**config.mk**
```make
export PLATFORM = sky130hd
export DESIGN_NAME = lfsr_loop_regs
export DESIGN_NICKNAME = d
export VERILOG_FILES = /design/src/verilog/lfsr_loop_regs.v /design/src/verilog/lfsr_sync.v /design/src/verilog/lfsr_wreg.v
export VERILOG_INCLUDE_DIRS = /design/src /design/src/inc
export SDC_FILE = /design/constraint.sdc
export NUM_CORES = 1
export LEC_CHECK = 0
export BUFFER_PORTS_ARGS = -buffer_cell sky130_fd_sc_hd__buf_2
export CAP_MARGIN = 20
export CORE_UTILIZATION = 40
export CTS_CLUSTER_SIZE = 40
export DETAILED_ROUTE_END_ITERATION = 8
export PLACE_DENSITY_LB_ADDON = 0.3
export SLEW_MARGIN = 10
export SYNTH_ARGS = -nofsm -noshare
export SYNTH_HDL_FRONTEND = slang
export SYNTH_SLANG_ARGS = --single-unit
```
**constraint.sdc**
```tcl
create_clock -name clk -period 6 [get_ports clk]
set_input_delay 0.6 -clock clk [delete_from_list [all_inputs] [get_ports clk]]
set_output_delay 0.6 -clock clk [all_outputs]
set_load 0.01 [all_outputs]
```
**src/inc/lfsr_defs.vh**
```
// constants for the loop and fast interrupt state registers
`ifndef LFSR_DEFS_VH
`define LFSR_DEFS_VH
// ============================================================
// status word field positions
`define LFSR_SR_PCX_LO 10
`define LFSR_SR_PCX_HI 14
`define LFSR_SR_LF 15
`define LFSR_SR_IM_LO 8
`define LFSR_SR_IM_HI 9
// operating mode word nested looping bit
`define LFSR_OMR_NL 15
// ============================================================
// snapshot field positions
`define LFSR_SNAP_SPL 12
`define LFSR_SNAP_LF 11
`define LFSR_SNAP_NL 10
`define LFSR_SNAP_IM_LO 8
`define LFSR_SNAP_IM_HI 9
`define LFSR_SNAP_CCR_HI 7
// ============================================================
// reset values
`define LFSR_SR_RST 16'h0300
`define LFSR_LC_RST 16'h0000
`define LFSR_LA_RST 24'h000000
// ============================================================
// register selects of the move port
`define LFSR_SEL_SR 3'h0
`define LFSR_SEL_LC 3'h1
`define LFSR_SEL_LC2 3'h2
`define LFSR_SEL_LA 3'h3
`define LFSR_SEL_LA2 3'h4
`define LFSR_SEL_HWS 3'h5
`define LFSR_SEL_FAST_IRQ_STATE_SNAPSHOT 3'h6
`define LFSR_SEL_FAST_IRQ_RETURN_ADDRESS 3'h7
`endif

```
**src/verilog/lfsr_loop_regs.v**
```verilog
// loop, status extension and fast interrupt state registers
`timescale 1ns/1ps
`include "lfsr_defs.vh"
module lfsr_loop_regs
(
	input wire clk,
	input wire nrst,
	// move port, same clock as the core
	input wire mvWrite,
	input wire mvRead,
	input wire [2:0] mvSel,
	input wire mvLong,
	input wire [31:0] mvWdata,
	output wire [31:0] mvRdata,
	// core state inputs
	input wire [15:0] pcLow,
	input wire [4:0] pcHigh,
	input wire pcLoad,
	input wire [7:0] ccrIn,
	input wire ccrLoad,
	input wire [15:0] operatingModeWord,
	input wire stackPointerLowBit,
	// loop control
	input wire loopStartCount,
	input wire [15:0] loopCountIn,
	input wire [23:0] loopEndIn,
	input wire loopStartFromCounter,
	input wire singleInstructionRepeat,
	input wire loopLastInstr,
	input wire nestDone,
	// subroutine and interrupt flow
	input wire subroutineCall,
	input wire subroutineReturn,
	input wire [15:0] stackedStatus,
	input wire fastIrqEnter,
	input wire fastIrqExit,
	// outputs
	output wire [15:0] coreStatusWord,
	output wire [20:0] programAddress,
	output wire [15:0] pushStatus,
	output wire pushValid,
	output wire [15:0] loopCounter,
	output wire [23:0] loopEndAddress,
	output wire loopEnd,
	output wire [23:0] hwStackTop,
	output wire [12:0] fastIrqStateSnapshot,
	output wire [20:0] fastIrqReturnAddress,
	output wire restoreValid
);
	// ============================================================
	// reset release
	wire rstN; // synchronised reset
	lfsr_sync uSync
	(
		.clk(clk),
		.nrstIn(nrst),
		.nrstOut(rstN)
	);

	// ============================================================
	// state registers
	reg [15:0] sr_q; // core status word
	reg [15:0] sr_d;
	reg [15:0] lc_q; // loop counter
	reg [15:0] lc_d;
	reg [15:0] lc2_q; // counter backup
	reg [15:0] lc2_d;
	reg [23:0] la_q; // loop end address
	reg [23:0] la_d;
	reg [23:0] la2_q; // end address backup
	reg [23:0] la2_d;
	reg [23:0] hws0_q; // stack top entry
	reg [23:0] hws0_d;
	reg [23:0] hws1_q; // second entry, no software path
	reg [23:0] hws1_d;
	reg [31:0] rdata_q; // read data register
	reg [31:0] rdata_d;
	reg push_q; // status push strobe
	reg restore_q; // fast exit strobe
	reg loopEnd_q; // loop terminated strobe

	wire nlBit = operatingModeWord[`LFSR_OMR_NL]; // nested looping bit
	wire wrSel = mvWrite; // any move write
	wire loopStart = loopStartCount | loopStartFromCounter;
	wire lastHit = loopLastInstr & ~singleInstructionRepeat;
	wire termNow = lastHit & (lc_q == 16'h0001);
	wire [23:0] wr24 = mvWdata[23:0];

	// ============================================================
	// fast interrupt holding registers, not reset
	wire [12:0] snapIn;
	wire [12:0] snapLoad; // software or entry value
	wire [20:0] firaLoad;
	assign snapIn = {stackPointerLowBit, sr_q[`LFSR_SR_LF], nlBit,
		sr_q[`LFSR_SR_IM_HI:`LFSR_SR_IM_LO], sr_q[`LFSR_SNAP_CCR_HI:0]};
	assign snapLoad = fastIrqEnter ? snapIn : mvWdata[12:0];
	assign firaLoad = fastIrqEnter ? {sr_q[`LFSR_SR_PCX_HI:`LFSR_SR_PCX_LO], pcLow}
		: mvWdata[20:0];
	lfsr_wreg #(.WIDTH(13)) uSnap
	(
		.clk(clk),
		.load(fastIrqEnter | (wrSel & (mvSel == `LFSR_SEL_FAST_IRQ_STATE_SNAPSHOT))),
		.dIn(snapLoad),
		.qOut(fastIrqStateSnapshot)
	);
	lfsr_wreg #(.WIDTH(21)) uFira
	(
		.clk(clk),
		.load(fastIrqEnter | (wrSel & (mvSel == `LFSR_SEL_FAST_IRQ_RETURN_ADDRESS))),
		.dIn(firaLoad),
		.qOut(fastIrqReturnAddress)
	);

	// ============================================================
	// next state of the status word and loop registers
	always @*
	begin
		sr_d = sr_q;
		lc_d = lc_q;
		lc2_d = lc2_q;
		la_d = la_q;
		la2_d = la2_q;
		hws0_d = hws0_q;
		hws1_d = hws1_q;
		// condition flags from the data path
		if (ccrLoad)
		begin
			sr_d[7:0] = ccrIn;
		end
		// software move writes
		if (wrSel)
		begin
			case (mvSel)
				`LFSR_SEL_SR:
				begin
					// extension bits kept
					sr_d = {mvWdata[15], sr_q[14:10], mvWdata[9:0]};
				end
				`LFSR_SEL_LC:
				begin
					lc_d = mvWdata[15:0];
					lc2_d = lc_q;
				end
				`LFSR_SEL_LC2: lc2_d = mvWdata[15:0];
				`LFSR_SEL_LA: la_d = mvLong ? wr24 : {8'h00, mvWdata[15:0]};
				`LFSR_SEL_LA2: la2_d = wr24;
				`LFSR_SEL_HWS:
				begin
					// push onto top only
					hws1_d = hws0_q;
					hws0_d = mvLong ? wr24 : {8'h00, mvWdata[15:0]};
					sr_d[`LFSR_SR_LF] = 1'b1;
				end
				default: sr_d = sr_d; // snapshot and return handled apart
			endcase
		end
		// stack read pops top
		if (mvRead && mvSel == `LFSR_SEL_HWS)
		begin
			hws0_d = hws1_q;
			sr_d[`LFSR_SR_LF] = nlBit;
		end
		// loop start
		if (loopStart)
		begin
			la2_d = la_q;
			sr_d[`LFSR_SR_LF] = 1'b1;
			if (loopStartCount)
			begin
				lc2_d = lc_q;
				lc_d = loopCountIn;
				la_d = loopEndIn;
			end
		end
		else if (lastHit)
		begin
			if (termNow)
			begin
				sr_d[`LFSR_SR_LF] = nlBit;
				if (nlBit)
				begin
					lc_d = lc2_q;
				end
			end
			else
			begin
				lc_d = lc_q - 16'h0001;
			end
		end
		// nested loop finished
		if (nestDone)
		begin
			la_d = la2_q;
		end
		// program counter jump
		if (pcLoad)
		begin
			sr_d[`LFSR_SR_PCX_HI:`LFSR_SR_PCX_LO] = pcHigh;
		end
		// returns restore extension from stack
		if (subroutineReturn)
		begin
			sr_d[`LFSR_SR_PCX_HI:`LFSR_SR_PCX_LO] =
				stackedStatus[`LFSR_SR_PCX_HI:`LFSR_SR_PCX_LO];
		end
		// fast exit restores flags
		if (fastIrqExit)
		begin
			sr_d[`LFSR_SR_LF] = fastIrqStateSnapshot[`LFSR_SNAP_LF];
			sr_d[9:0] = fastIrqStateSnapshot[9:0];
			sr_d[`LFSR_SR_PCX_HI:`LFSR_SR_PCX_LO] = fastIrqReturnAddress[20:16];
		end
	end

	// ============================================================
	// read mux
	always @*
	begin
		case (mvSel)
			`LFSR_SEL_SR: rdata_d = {16'h0000, sr_q};
			`LFSR_SEL_LC: rdata_d = {16'h0000, lc_q};
			`LFSR_SEL_LC2: rdata_d = {16'h0000, lc2_q};
			`LFSR_SEL_LA: rdata_d = {8'h00, la_q};
			`LFSR_SEL_LA2: rdata_d = {8'h00, la2_q};
			`LFSR_SEL_HWS: rdata_d = {8'h00, hws0_q};
			`LFSR_SEL_FAST_IRQ_STATE_SNAPSHOT: rdata_d = {19'h00000, fastIrqStateSnapshot};
			`LFSR_SEL_FAST_IRQ_RETURN_ADDRESS: rdata_d = {11'h000, fastIrqReturnAddress};
			default: rdata_d = 32'h00000000;
		endcase
		if (!mvLong)
		begin
			rdata_d[31:16] = 16'h0000;
		end
	end

	// ============================================================
	// clocked state; reset clears flags and sets interrupt mask
	always @(posedge clk or negedge rstN)
	begin
		if (!rstN)
		begin
			sr_q <= `LFSR_SR_RST;
			lc_q <= `LFSR_LC_RST;
			lc2_q <= `LFSR_LC_RST;
			la_q <= `LFSR_LA_RST;
			la2_q <= `LFSR_LA_RST;
			hws0_q <= `LFSR_LA_RST;
			hws1_q <= `LFSR_LA_RST;
			rdata_q <= 32'h00000000;
			push_q <= 1'b0;
			restore_q <= 1'b0;
			loopEnd_q <= 1'b0;
		end
		else
		begin
			sr_q <= sr_d;
			lc_q <= lc_d;
			lc2_q <= lc2_d;
			la_q <= la_d;
			la2_q <= la2_d;
			hws0_q <= hws0_d;
			hws1_q <= hws1_d;
			if (mvRead)
			begin
				rdata_q <= rdata_d;
			end
			push_q <= subroutineCall;
			restore_q <= fastIrqExit;
			loopEnd_q <= termNow & ~loopStart;
		end
	end

	// ============================================================
	// outputs
	assign coreStatusWord = sr_q;
	assign programAddress = {sr_q[`LFSR_SR_PCX_HI:`LFSR_SR_PCX_LO], pcLow};
	assign pushStatus = sr_q;
	assign pushValid = push_q;
	assign loopCounter = lc_q;
	assign loopEndAddress = la_q;
	assign loopEnd = loopEnd_q;
	assign hwStackTop = hws0_q;
	assign mvRdata = rdata_q;
	assign restoreValid = restore_q;
endmodule // lfsr_loop_regs

```
**src/verilog/lfsr_sync.v**
```verilog
// two flip-flop reset release synchroniser
`timescale 1ns/1ps
module lfsr_sync
(
	input wire clk,
	input wire nrstIn,
	output wire nrstOut
);
	// ============================================================
	// release chain
	reg stage1_q; // first stage, read only by second
	reg stage2_q; // synchronised copy
	// assert async, release on clock
	always @(posedge clk or negedge nrstIn)
	begin
		if (!nrstIn)
		begin
			stage1_q <= 1'b0;
			stage2_q <= 1'b0;
		end
		else
		begin
			stage1_q <= 1'b1;
			stage2_q <= stage1_q;
		end
	end
	assign nrstOut = stage2_q;
endmodule // lfsr_sync

```
**src/verilog/lfsr_wreg.v**
```verilog
// width-parameterised clocked holding register with load enable
`timescale 1ns/1ps
module lfsr_wreg
#(
	parameter WIDTH = 16
)
(
	input wire clk,
	input wire load,
	input wire [WIDTH-1:0] dIn,
	output wire [WIDTH-1:0] qOut
);
	// ============================================================
	// storage without reset, keeps value across processor reset
	reg [WIDTH-1:0] val_q; // held value
	// load on enable
	always @(posedge clk)
	begin
		if (load)
		begin
			val_q <= dIn;
		end
	end
	assign qOut = val_q;
endmodule // lfsr_wreg

```
# After elaboration in Yosys (flattened, before gate mapping)
# Cells that the tools add are included.
# op_classes
n_mux,38
n_reduce_logical,13
bitwise,10
n_eq_ne,8
addsub,1
# op_table
op,count
$mux W24,12
$pmux W32 S8,1
$mux W16,13
$pmux W16 S2,1
$mux W21,1
$eq A16 B1 Y1 const B,1
$sub A16 B1 Y16 const B,1
$mux W13,1
$eq A3 B3 Y1 const B,4
$reduce_bool A2 Y1,6
$mux W10,1
$mux W5,2
$mux W8,1
$reduce_and A2 Y1,4
$eq A3 B2 Y1 const B,2
$and A1 B1 Y1,5
$mux W1,4
$eq A3 B1 Y1 const B,1
$logic_not A3 Y1,1
$or A1 B1 Y1,3
$reduce_bool A3 Y1,1
$not A1 Y1,2
$pmux W1 S2,1
$logic_and A1 B1 Y1,1
# word_totals
out_inout_bits,186
ff_bits,215
inputBits,153
word_cells,87

# Logic depth before layout (Yosys ltp)
# depth
ltp_word,8
depth_mapped,8
mapped_depth_nobuf,7

# Cells and area by module
# A second synthesis with hierarchy kept.
# unflattened
hier_cells,1244
area_unflattened_um2,11642.4
# modules_own_cells
mod,area_per_inst_um2,cells_per_inst,seq_area_each_um2,n_inst
lfsr_loop_regs,10567.6,1207,4281.6,1
lfsr_wreg at uFira,630.6,21,630.6,1
lfsr_wreg at uSnap,390.4,13,390.4,1
lfsr_sync,53.8,3,50.0,1

# Least setup slack after synthesis
# Ideal clock, no wire load.
# synth_path
path_kind,input to register
from,input port mvSel[0]
to,"register uFira.val_q[0], in the netlist uFira.qOut[0], enable pin"
required_time_ps,5597
setup_slack_ps,3220
setup_time_ps,403
stages,5
arrival_ps,2377
path_buffers,3
cell_sequence,buf_4 -> buf_2 -> buf_2 -> nand2_1 -> o21bai_1
# synth_via
elab_chain_len,3
# synth_rtl
element,line_no,rtl
"start, declared",lfsr_loop_regs.v:11,"input wire [2:0] mvSel,"
$eq A3 B3 Y1,n/a,
$and A1 B1 Y1,lfsr_loop_regs.v:109,".load(fastIrqEnter | (wrSel & (mvSel == `LFSR_SEL_FAST_IRQ_RETURN_ADDRESS))),"
$or A1 B1 Y1,lfsr_loop_regs.v:109,
net uFira.load,lfsr_wreg.v:9,"input wire load,"
"end signal, assigned",lfsr_wreg.v:21,val_q <= dIn;
"end, declared",lfsr_wreg.v:15,reg [WIDTH-1:0] val_q;
# The timed path passes the listed nets, and every way through them passes these cells.
# A chain may end at the register's enable or synchronous reset.

# Final worst setup path
# layout_path
from,"register lc_q[1], in the netlist loopCounter[1]"
to,"register lc_q[6], in the netlist loopCounter[6]"
# layout_via
elab_chain_len,5
word_cells_on_any_way,6
cone_classes,add/sub (1); eq/ne (1); mux (3); bitwise (1)
# layout_rtl
element,line_no,rtl
"start, declared",lfsr_loop_regs.v:64,reg [15:0] lc_q;
"start signal, assigned",lfsr_loop_regs.v:243,lc_q <= `LFSR_LC_RST;
"start signal, assigned",lfsr_loop_regs.v:257,lc_q <= lc_d;
"parallel branches: the longest is 2 deep, another holds $sub A16 B1 Y16",n/a,
$mux W16 (*),lfsr_loop_regs.v:177,if (termNow)
$mux W16 (*),lfsr_loop_regs.v:175,else if (lastHit)
$mux W16 (*),lfsr_loop_regs.v:164,if (loopStart)
net lc_d[6],lfsr_loop_regs.v:65,reg [15:0] lc_d;
# Mark *: on every way through the listed nets, which the timed path passes.

==> metrics.md <==
| Metric | Value |
|---|---|
| TritonCTS clock tree | `built` |
| # IOs | `339` |
| Wire length per cell | `~22 um` |
| DRT iter0 DRCs | `between 1000 and 1500` |
| Cell variety after synth | `just over 70` |
| Post-synthesis sequential area ratio | `45.4%` |
| Storage element area | `5360 um^2` |
| GR Util All Layers | `26.6%` |
| Post-synth EDFFs | `34` |
| RSZ-0062 raised after global routing | `false` |
| Global-route wire length before repair | `61.2 mm` |
| Seq cells post-synth | `207` |
| CP Class | `reg -> reg` |
| Final hold violation count | `0` |
| Grt ovf | `0` |
| Synth Warn # | `0` |
| Clk pin slew, worst setup/hold paths | `about 0.060 ns` |
| Top cell type's share of synthesized area | `36.3%` |
| Final worst-path cycle share | `45.1%` |
| Die Width | `174 um` |
| Peak supply drop | `0.000203 V` |
| Nets | `between 1500 and 2000` |
| Effective utilization at floorplan | `40.8%` |
| Syn Std Cell Area | `11800 um^2` |
| P_leak | `6.49 nW` |
| Slew margin rel. | `26.1%` |
| Max-slew violation count | `0` |
| DRC violations left | `0` |
| End-of-flow core utilization | `48.4%` |
| CP required | `6.42 ns` |
| Tmin final | `2.70 ns` |
| MaxCap Viol Count | `0` |
| Setup Fix Bufs, Post-CTS | `0` |
| Placed cell area | `roughly 13000 um^2` |
| Status | `complete, no violations` |
| PortBufs | `a little under 300` |
| Initial antenna violation count | `1` |
| Multi-input logic area | `5640 um^2` |
| Commonest non-fill, non-tap cell in the layout | `buf_2` |
| Maximum clock path buffer count | `3` |
| # hold bufs at CTS | `1` |
| Worst path bufs/invs | `1` |
| Largest cells by area after synthesis | `dfrtp_1, mux2i_1, edfxtp_1` |
| Mean Syn Cell Area | `9.51 um^2` |
| Skew final | `0.00707 ns` |
| Synth async-reset ratio | `83.6%` |
| Arrival @ worst endpoint | `3.12 ns` |
| CP Capture Type | `flop` |
| Crit-path cells | `inv_1 -> ha_1 -> and4bb_2 -> nand4_1 -> nor2_1 -> nor3_1 -> o31ai_1` |
| Top delay family on crit path | `simple AND/OR/NAND/NOR gates` |
| Routed Antenna Nets | `0` |
| CTS buffer count | `25` |
| Die Span Y | `174 um` |
| WL final | `41.0 mm` |
| Clock root cell | `clkbuf_16` |
| Worst skew pair latency | `around 0.52 ns` |
| Fillers | `2759` |
| Core area | `28900 um^2` |
| Final Instance Area | `about 14000 um^2` |
| Most frequent cells in the layout | `buf_2, nand2_1, dfrtp_1, o21ai_0, mux2i_1` |
| Largest net degree at the start of global routing | `64` |
| Die ar. | `30100 um^2` |
| Placement row count | `62` |
| Hpwl dp | `approximately 29 mm` |
| Primary FF master, synth | `dfrtp_1` |
| Worst Setup Start Kind | `flop` |
| Worst-Margin Slew | `1.10 ns` |
| Via-to-Cell Ratio | `5.72` |
| First-pass detailed-route iteration total | `5` |
| Hold Crit Class | `in -> reg` |
| Top cell type by total area after synthesis | `dfrtp_1` |
| PwrDens | `307 nW/um^2` |
| Post-Route Setup TNS | `0 ns` |
| CP max FO | `12` |
| Layout area overhead | `18.4%` |
| Share of layout cells above drive strength 1 | `29.3%` |
| Number of global-route vias before repair | `10000` |
| Largest stage delay on the critical path | `between 0.7 and 0.8 ns` |
| Post_cts resized | `0` |
| Fmax | `370 MHz` |
| Slowest CP cell | `nor2_1` |
| Setup violations, final | `0` |
| Routability cong. | `0.855` |
| Clk sinks | `207` |
| H-tree depth | `1` |
| Post-Synthesis Cells | `1239` |
| Vias | `10600` |
[path summary, 6_finish.rpt]
path,end,slack (ns),from,cells past startpoint
hold reg to reg,uSync.nrstOut,0.35,uSync.stage1_q,0
min in group asynchronous,uSync.stage1_q,0.40,nrst,2
setup / recovery,loopCounter[6],3.30,loopCounter[1],7
hold / removal,pushValid,0.18,subroutineCall,1
setup reg to reg,loopCounter[6],3.30,loopCounter[1],7
max in group asynchronous,la2_q[22],4.25,uSync.nrstOut,1
[registers in the layout (all words and copies together), names as in the netlist, 21 cells and up]
signal and flops:
mvRdata 24, hws1_q 24, loopEndAddress 24, hwStackTop 24
uFira.qOut 21, la2_q 24
[cells by family after synthesis]
group / synth area share (%)
buffers and inverters: 7.26
DFF: 45.4
muxes: 14.5
AOI/OAI and AO/OA: 17.0
adders and majority gates: 0.212
and+or+nand+nor: 14.8
xor gates and xnor gates: 0.743
other: 0.0637
[layer usage]
layer,GRT usage (%),vias to the layer above,wire [um]
met5,0,-,0
met4,10.1,0,1600
met3,4.08,91,3230
met2,44.5,531,19600
met1,34.8,5166,16500
li1,-,4800,-
[cell type report]
cell class,count,share of cell area (%)
antenna,1,0.0179
clock buffer,31,4.72
clock inverter,14,0.654
multi-input combinational,879,40.4
sequential,207,38.4
tap,384,3.44
timing repair buffer,316,11.9
inverter,20,0.538
[where the power goes]
part           switching, mW  total, mW  internal [mW]
Combinational          0.528      0.944          0.416
Sequential             0.256       1.94           1.68
Clock                  0.592       1.41          0.815
[cell usage after synthesis (all sizes together) (22+ instances only)]
master,number
mux2i,117
nand2b,22
o21ai,127
a21oi,77
clkbuf,50
dfrtp,171
a22oi,24
edfxtp,34
nor2,98
buf,90
nand2,180
mux2,40
[through the flow]
stage	setup slack, ns	power (mW)	cells	hold WS [ns]
after floorplan	0.826	2.48	1246	0.304
after global placement	2.94	2.86	1802	0.337
after detailed placement	2.92	2.90	1803	0.338
after CTS	3.35	4.30	1849	0.175
after global routing	3.13	4.48	1852	0.182
final	3.30	4.29	1852	0.185
Note: power is estimated with default switching activity, not from simulation.
